## src/logic/lrd_pkg.sv

```systemverilog
`default_nettype none
package lrd_pkg;
    // ****************************************
    // widths
    // ****************************************
    localparam int INSN_W = 12;
    localparam int DATA_W = 8;
    localparam int PC_W = 10;
    // ****************************************
    // opcodes
    // ****************************************
    localparam logic [11:0] OP_IDLE = 12'h000;
    localparam logic [11:0] OP_CFG_LOAD = 12'h002;
    localparam logic [3:0] OP_RETLIT_HI = 4'h8;
    localparam logic [5:0] OP_ROT_HI = 6'h0d;
    localparam int LIT_MSB = 7;
    // ****************************************
    // reset values
    // ****************************************
    localparam logic [7:0] ACC_RST = 8'h00;
    localparam logic [7:0] CFG_RST = 8'hff;
    localparam logic [9:0] PC_RST = 10'h3ff;
    localparam logic [1:0] RET_CYCLES = 2'h2;
endpackage : lrd_pkg
`default_nettype wire

```

## src/logic/lrd_core.sv

```systemverilog
`timescale 1ns/100ps
`default_nettype none
// What this block does
// RULE1 - config-load word copies whole accumulator into prescaler config, no flag change
// RULE2 - return-with-literal loads its low 8 bits into accumulator, flags kept
// RULE3 - return-with-literal reloads program counter from stack top
// RULE4 - return-with-literal takes two cycles; prefetched word is discarded
// RULE5 - rotate-left-through-carry opcode is recognised by the decoder
// RULE6 - all-zero word is one-cycle idle that only advances the counter
module lrd_core (
    input wire logic clk,
    input wire logic rst,
    input wire logic insn_valid,
    input wire logic [lrd_pkg::INSN_W-1:0] insn,
    input wire logic [lrd_pkg::PC_W-1:0] stack_top,
    output logic [lrd_pkg::DATA_W-1:0] acc,
    output logic [lrd_pkg::DATA_W-1:0] cfg,
    output logic [lrd_pkg::PC_W-1:0] pc,
    output logic stack_pop,
    output logic flush,
    output logic rot_left_carry,
    output logic idle_instruction
);
    import lrd_pkg::*;

    // ****************************************
    // state
    // ****************************************
    typedef enum logic [1:0] {
        LRD_RUN = 2'b01,
        LRD_FLUSH = 2'b10
    } lrd_state_e;

    // pulses sit in the state word too, so every output leaves a flop
    typedef struct packed {
        lrd_state_e st;
        logic [7:0] acc;
        logic [7:0] cfg;
        logic [9:0] pc;
        logic pop;
        logic flush;
        logic rot;
        logic idle;
    } lrd_state_s;

    lrd_state_s s_reg;
    lrd_state_s s_next;
    logic d_idle;
    logic d_cfg;
    logic d_ret;
    logic d_rot;
    logic [7:0] d_lit;

    // ****************************************
    // decode
    // ****************************************
    // one decoder feeds both the execute path and the checks below
    lrd_decode u_lrd_decode (
        .insn(insn),
        .is_idle(d_idle),
        .is_cfg_load(d_cfg),
        .is_ret_lit(d_ret),
        .is_rot_left(d_rot),
        .literal(d_lit)
    );

    // ****************************************
    // execute
    // ****************************************
    // one word is executed per taken edge and shows one cycle later; a
    // taken return costs a second edge while the fetch path refills, and
    // whatever it presents in that edge is thrown away
    always_comb begin
        s_next = s_reg;
        s_next.pop = 1'b0;
        s_next.flush = 1'b0;
        s_next.rot = 1'b0;
        s_next.idle = 1'b0;
        case (s_reg.st)
            LRD_RUN: begin
                if (insn_valid) begin
                    // counter wraps from its top address to zero; paging lives elsewhere
                    s_next.pc = s_reg.pc + 10'h001;
                    s_next.rot = d_rot;
                    s_next.idle = d_idle;
                    // RULE1 accumulator to config
                    if (d_cfg) begin
                        s_next.cfg = s_reg.acc;
                    end
                    if (d_ret) begin
                        // RULE2 literal into accumulator
                        s_next.acc = d_lit;
                        // RULE3 counter from stack top
                        s_next.pc = stack_top;
                        s_next.pop = 1'b1;
                        // RULE4 second cycle discards
                        s_next.flush = 1'b1;
                        s_next.st = LRD_FLUSH;
                    end
                end
            end
            LRD_FLUSH: begin
                // prefetched word dropped; fetch restarts at the return address.
                // insn_valid is ignored on purpose: the fetch path may still flag
                // the stale word as valid, and executing it would corrupt state
                s_next.st = LRD_RUN;
            end
            default: s_next.st = LRD_RUN;
        endcase
    end

    always_ff @(posedge clk or posedge rst) begin
        if (rst) begin
            s_reg <= '{
                st: LRD_RUN,
                acc: ACC_RST,
                cfg: CFG_RST,
                pc: PC_RST,
                pop: 1'b0,
                flush: 1'b0,
                rot: 1'b0,
                idle: 1'b0
            };
        end else begin
            s_reg <= s_next;
        end
    end

    // ****************************************
    // outputs
    // ****************************************
    assign acc = s_reg.acc;
    assign cfg = s_reg.cfg;
    assign pc = s_reg.pc;
    assign stack_pop = s_reg.pop;
    assign flush = s_reg.flush;
    assign rot_left_carry = s_reg.rot;
    assign idle_instruction = s_reg.idle;

    // ****************************************
    // checks
    // ****************************************
    // antecedents use the decoder's flags, the raw word or the outputs; consequents are written against
    // the outputs except in rot_only_a and idle_only_a, so a broken register path is still caught
    cfg_copy_a: assert property (@(posedge clk) disable iff (rst) // RULE1
        (s_reg.st == LRD_RUN && insn_valid && d_cfg) |=> (cfg == $past(acc)))
        else $error("config not loaded from accumulator");
    lit_load_a: assert property (@(posedge clk) disable iff (rst) // RULE2
        (s_reg.st == LRD_RUN && insn_valid && d_ret) |=> (acc == $past(insn[7:0])))
        else $error("literal not in accumulator");
    pc_reload_a: assert property (@(posedge clk) disable iff (rst) // RULE3
        (s_reg.st == LRD_RUN && insn_valid && d_ret) |=> (pc == $past(stack_top) && stack_pop))
        else $error("counter not reloaded from stack top");
    two_cycle_a: assert property (@(posedge clk) disable iff (rst) // RULE4
        (s_reg.st == LRD_RUN && insn_valid && d_ret) |=> flush ##1 (!flush && $stable(pc)))
        else $error("return not two cycles");
    rot_seen_a: assert property (@(posedge clk) disable iff (rst) // RULE5
        (s_reg.st == LRD_RUN && insn_valid && insn[11:6] == 6'h0d) |=> rot_left_carry)
        else $error("rotate opcode missed");
    idle_step_a: assert property (@(posedge clk) disable iff (rst) // RULE6
        (s_reg.st == LRD_RUN && insn_valid && insn == 12'h000)
        |=> (pc == $past(pc) + 10'h001 && $stable(acc) && $stable(cfg) && !stack_pop))
        else $error("idle word changed state");
    cfg_hold_a: assert property (@(posedge clk) disable iff (rst) // RULE1
        !(s_reg.st == LRD_RUN && insn_valid && d_cfg) |=> $stable(cfg))
        else $error("config changed without load");
    flush_idle_a: assert property (@(posedge clk) disable iff (rst) // RULE4
        flush |=> !stack_pop)
        else $error("discarded word executed");
    acc_hold_a: assert property (@(posedge clk) disable iff (rst) // RULE2
        !(s_reg.st == LRD_RUN && insn_valid && d_ret) |=> $stable(acc))
        else $error("accumulator changed without return");
    ret_no_cfg_a: assert property (@(posedge clk) disable iff (rst) // RULE2
        (s_reg.st == LRD_RUN && insn_valid && d_ret) |=> $stable(cfg))
        else $error("return changed the config register");
    discard_hold_a: assert property (@(posedge clk) disable iff (rst) // RULE4
        flush |=> ($stable(acc) && $stable(cfg) && $stable(pc)))
        else $error("discarded word changed state");
    discard_quiet_a: assert property (@(posedge clk) disable iff (rst) // RULE4
        flush |=> (!flush && !rot_left_carry && !idle_instruction))
        else $error("discarded word raised a pulse");
    pop_pair_a: assert property (@(posedge clk) disable iff (rst) // RULE3
        stack_pop == flush)
        else $error("stack pop and discard out of step");
    pop_once_a: assert property (@(posedge clk) disable iff (rst) // RULE3
        stack_pop |=> !stack_pop)
        else $error("stack popped twice for one return");
    pc_step_a: assert property (@(posedge clk) disable iff (rst) // RULE3
        (s_reg.st == LRD_RUN && insn_valid && !d_ret)
        |=> (pc == $past(pc) + 10'h001))
        else $error("counter reloaded without return");
    rot_only_a: assert property (@(posedge clk) disable iff (rst) // RULE5
        rot_left_carry |-> ($past(insn_valid) && $past(insn[11:6]) == 6'h0d))
        else $error("rotate pulse without rotate opcode");
    rot_keep_a: assert property (@(posedge clk) disable iff (rst) // RULE5
        (s_reg.st == LRD_RUN && insn_valid && d_rot)
        |=> ($stable(acc) && $stable(cfg) && !stack_pop))
        else $error("rotate recognition changed state");
    idle_only_a: assert property (@(posedge clk) disable iff (rst) // RULE6
        idle_instruction |-> ($past(insn_valid) && $past(insn) == 12'h000))
        else $error("idle pulse without zero word");
    idle_quiet_a: assert property (@(posedge clk) disable iff (rst) // RULE6
        (s_reg.st == LRD_RUN && insn_valid && d_idle) |=> (!rot_left_carry && !flush))
        else $error("idle word raised another pulse");
    cfg_step_a: assert property (@(posedge clk) disable iff (rst) // RULE1
        (s_reg.st == LRD_RUN && insn_valid && d_cfg)
        |=> (pc == $past(pc) + 10'h001 && $stable(acc) && !stack_pop))
        else $error("config load not a single step");
    pc_wait_a: assert property (@(posedge clk) disable iff (rst) // RULE6
        (s_reg.st == LRD_RUN && !insn_valid) |=> $stable(pc))
        else $error("counter moved without a word");

    // ****************************************
    // coverage
    // ****************************************
    ret_c: cover property (@(posedge clk) disable iff (rst)
        s_reg.st == LRD_RUN && insn_valid && d_ret);
    cfg_c: cover property (@(posedge clk) disable iff (rst)
        s_reg.st == LRD_RUN && insn_valid && d_cfg);
    idle_c: cover property (@(posedge clk) disable iff (rst) idle_instruction);
    rot_c: cover property (@(posedge clk) disable iff (rst) rot_left_carry);
    discard_c: cover property (@(posedge clk) disable iff (rst)
        flush && insn_valid);
endmodule : lrd_core
`default_nettype wire

```

## src/logic/lrd_decode.sv

```systemverilog
`timescale 1ns/100ps
`default_nettype none
module lrd_decode (
    input wire logic [lrd_pkg::INSN_W-1:0] insn,
    output logic is_idle,
    output logic is_cfg_load,
    output logic is_ret_lit,
    output logic is_rot_left,
    output logic [lrd_pkg::DATA_W-1:0] literal
);
    import lrd_pkg::*;
    always_comb begin
        // RULE6 zero word idle
        is_idle = (insn == OP_IDLE);
        // RULE1 config load decode
        is_cfg_load = (insn == OP_CFG_LOAD);
        // RULE2 return literal decode
        is_ret_lit = (insn[11:8] == OP_RETLIT_HI);
        // RULE5 rotate opcode match
        is_rot_left = (insn[11:6] == OP_ROT_HI);
        literal = insn[LIT_MSB:0];
    end
endmodule : lrd_decode
`default_nettype wire

```

## config.mk

```make
export PLATFORM = sky130hd
export DESIGN_NAME = lrd_core
export DESIGN_NICKNAME = d
export VERILOG_FILES = /design/src/logic/lrd_pkg.sv /design/src/logic/lrd_core.sv /design/src/logic/lrd_decode.sv
export SDC_FILE = /design/constraint.sdc
export NUM_CORES = 1
export LEC_CHECK = 0
export CORE_MARGIN = 2
export CORE_UTILIZATION = 25
export CTS_CLUSTER_DIAMETER = 80
export DETAILED_ROUTE_END_ITERATION = 12
export DONT_BUFFER_PORTS = 1
export GPL_TIMING_DRIVEN = 0
export HOLD_SLACK_MARGIN = 0.05
export RECOVER_POWER = 100
export SYNTH_ARGS = -nofsm -noshare
export SYNTH_HDL_FRONTEND = slang
export SYNTH_SLANG_ARGS = --single-unit
```

## constraint.sdc

```tcl
create_clock -name clk -period 2.5 [get_ports clk]
set_clock_uncertainty 0.1 [all_clocks]
set_input_delay 0.125 -clock clk [delete_from_list [all_inputs] [get_ports clk]]
set_output_delay 0.125 -clock clk [all_outputs]
set_load 0.05 [all_outputs]
```

### Yosys cells after proc, flatten, opt, wreduce, memory -nomap -nowiden

Index checks and enable logic that the tools add are counted.

* register bits after elaboration: 32
* input port bits: 25
* output and inout port bits: 30
* logic and storage cells: 26

* add/subtract/negate cells: 1
* equality and inequality tests: 6
* muxes and demuxes: 6
* reduce and logical (&&, ||, !) cells: 5

Operators with widths (number)
* two-way mux 32 bit: 1
* equality test 12 x 2 -> 1 bit (second input constant): 1
* zero test 12 bit: 1
* two-way mux 12 bit: 1
* adder 10 x 1 -> 10 bit (second input constant): 1
* two-way mux 10 bit: 1
* two-way mux 8 bit: 1
* equality test 6 x 4 -> 1 bit (second input constant): 1
* AND reduction 3 bit: 2
* equality test 4 bit (second input constant): 1
* two-way mux 4 bit: 1
* inequality test 2 bit (second input constant): 2
* AND reduction 2 bit: 2
* equality test 2 x 1 -> 1 bit (second input constant): 1
* two-way mux 2 bit: 1

### Logic depth before layout (Yosys ltp)

* word-level depth: 4
* gate-level depth with buffers: 6
* depth with buffers taken out: 5

### Modules after synthesis

From an unflattened synthesis, not the netlist that was laid out.

* cell total of the unflattened synthesis: 158
* area, all modules: 1712.9 um^2

By module, submodules not included
* lrd_core: instances 1, cells an instance 141, area an instance 1591.5 um^2, seq. area each 799.5 um^2
* lrd_decode: instances 1, cells an instance 17, area an instance 121.4 um^2, seq. area each 0.0 um^2

### Least setup slack after synthesis

No wires, ideal clock.

* path type: register -> register
* start point: register s_reg[30] (netlist name)
* end point: register s_reg, in the netlist cfg[0]
* library setup time: 82 ps
* arrival time: 1441 ps
* data required time: 2318 ps
* path slack: 876 ps
* stages on the path, launching flop included: 5
* buffers on the path: 0
* period minus slack after synthesis: 1624 ps
* cells stage by stage: dfstp_2 -> nand3b_4 -> nor4_4 -> nand4_2 -> mux2_2

* longest elaborated chain between the ends: 2

Ends and longest elaborated chain
* from (decl): line lrd_core.sv:46 `lrd_state_s s_reg;`
* from (signal assigned): line lrd_core.sv:114 `s_reg <= '{`
* from (signal assigned): line lrd_core.sv:125 `s_reg <= s_next;`
* equality test 2 x 1 -> 1 bit: line lrd_core.sv:79 `case (s_reg.st)`
* AND reduction 3 bit (no line)

No other way between the ends.
A chain may end at the register's enable or synchronous reset.

### Worst setup path after layout

* start point: register s_reg[30] (netlist name)
* end point: register s_reg, in the netlist acc[5]

Same word-level chain as after synthesis.

==> flow_metrics.tcl <==
set metrics [dict create \
    groute.layer.met1.usage_pct 13.0 \
    ys_seq_elements 31 \
    route.detailed.drc 0 \
    place_inst 226 \
    clk_latency_ns 0.28 \
    cts_root_buf "clkbuf_8" \
    grt_first_pass_wirelength_um 5830 \
    layout-drive-gt1-share_pct 23.3 \
    syn_area_um2 1710 \
    hold_violations 0 \
    grtUsageMet2_pct 15.5 \
    period_needed_ns 2.02 \
    gp_congestion 0.727 \
    relSlewSlack_pct 22.2 \
    power_density_nw_per_um2 969 \
    yosysTopAreaCellShare_pct 29.2 \
    io_pins 55 \
    yosys.area.top_type "dfstp_2" \
    syn_to_final_growth_pct 15.5 \
    cts.sinks 31 \
    critical_path.max_fanout 10 \
    peakVddDrop_v 0.000219 \
    die-width_um 86.7 \
    core-area_um2 6720 \
    whs_ns 0.0402 \
    grt_pass1_vias 1110 \
    critPathMaxStageDelay_ns 0.57 \
    clk_pin_slew_ns 0.07 \
    nFillCells 723 \
    drv_cap 0 \
    fmax_mhz 495 \
    place_ws_ns 0.648 \
    critPathBufInv 1 \
    final_nets 201 \
    wl_um 3700 \
    largest_reg_flops 10 \
    grt_use_total_pct 10.1 \
    setup_tns_ns 0 \
    slowest_stage "dfstp_1" \
    antenna_found_initial 0 \
    hold_path_class "in2reg" \
    busiest_layer "met2" \
    crit_family "flip-flops" \
    cts_tree "done" \
    numCtsBuffers 5 \
    grt_max_degree 32 \
    status "completed" \
    met3_usage_pct 3.24 \
    vias 1157 \
    die_y_um 86.7 \
    diodes 0 \
    hpwl_um 2620 \
    cp_data_required_time_ns 2.56 \
    layout_commonest_cell "clkbuf_1" \
    clockBufferDepth 2 \
    power_w 0.00191 \
    start_kind "flop" \
    crit_chain "nand3b_4 > nor2_1 > clkbuf_1 > mux2_1" \
    dr.first_iter.drc_count 44 \
    endpoint_kind "flop" \
    final_cell_mix "29 x clkbuf_1, 22 x dlygate4sd3_1, 17 x dfstp_2, 12 x dfrtp_1, 11 x a21oi_1" \
    drtPass1Iterations 4 \
    postRouteAntennaNets 0 \
    rows 30 \
    yosysWarningCount 0 \
    synth-seq-area-share_pct 46.8 \
    final_max_slew_viol_count 0 \
    syn_area_per_cell_um2 11.7 \
    drt-wirelength-per-cell_um 14.5 \
    fin_ws_ns 0.480 \
    die-area_um2 7510 \
    cts_max_level 2 \
    tightest_slew_ns 1.17 \
    syn-num-nets 172 \
    crit_arrival_ns 2.08 \
    rsz0062_at_grt "no" \
    start_util_pct 25.4 \
    finalSetupViolations 0 \
    leakage_nw 0.777 \
    fin_crit_sh_pct 80.8 \
    critical_path_class "reg2reg" \
    ys_types 37 \
    instances_no_fill 256 \
    detail_route.vias_per_cell 4.52 \
    synth_cells 146 \
    gr-total-overflow 0 \
    io_buffers 0 \
    synth_area_leaders "dfstp_2 29%, dfrtp_1 18%, buf_4 12%" \
]
[where the power goes]
group,switching (W),total [W],leakage (nW),internal [W]
registers,0.000114,0.000762,0.350,0.000648
logic,0.000487,0.000637,0.366,0.000149
clock network,0.000193,0.000515,0.0612,0.000322
[through the flow]
stage               util (%)  area, um2
detailed placement      26.9       1810
global route            29.4       1970
floorplan                  -       1710
finish                  29.4       1970
CTS                     32.0       2150
global placement        26.9       1810
[cells by family after synthesis]
family                   share of synthesized area (%)
multiplexers                                      12.7
AND/OR/NAND/NOR                                   13.9
flip-flops                                        46.8
adder cells (fa/ha/maj)                          0.732
AO/OA/AOI/OAI                                     10.7
buffers and inverters                             15.2
[path summary, 6_finish.rpt]
path	depth (start not counted)	end	start	slack (ns)
worst max-delay path	4	acc[5]	s_reg[30]	0.48
worst min-delay path	3	pc[7]	insn_valid	0.04
worst max register to register	4	acc[5]	s_reg[30]	0.48
worst min register to register	1	pc[9]	pc[9]	0.42
max in group asynchronous	2	acc[7]	rst	1.11
min in group asynchronous	2	acc[1]	rst	0.50
[worst register-to-register path, cell delays in order, from the launching register on]
cell and delay (ns):
dfstp_1 0.57, nand3b_4 0.15, nor2_1 0.20, clkbuf_1 0.50, mux2_1 0.40
[cells in the mapped netlist, drive strengths merged]
cell type  number
buf            30
a221o           1
dfrtp          12
a32oi           1
mux2           16
a21oi          12
nor3b           1
inv             3
nor2            7
nand3b          1
clkbuf          1
a2bb2oi         2
o32ai           2
o21ai           8
nand3           3
nand4           3
dfstp          19
nor3            2
nor4b           1
o22ai           3
ha              1
mux2i           1
nand2           9
and3            1
or4b            1
nor4            3
and4            2
[per-layer routing]
metal	part of all wire, %	routed length [um]
met1	44	1650
met2	47	1760
met3	6.5	239
met4	1.6	61
met5	0	0
[layout make-up]
type	count	area, um2	share of cell area (%)
plain buffers	31	131	6.65
clock buffers	6	82.6	4.18
clock inverters	2	35.0	1.77
inverters	3	11.3	0.570
multi-input cells	81	594	30.1
flip-flops and latches	31	800	40.5
well taps	80	100	5.07
repair buffers	22	220	11.2
[timing repair]
| action | in CTS | in global routing |
|---|---|---|
| gates resized for setup | 0 | 0 |
| hold buffers | 22 | 0 |
| endpoints found under the hold margin | 32 | 0 |
| buffers inserted | 0 | 0 |
No activity file was read; power rests on OpenSTA's default activity.
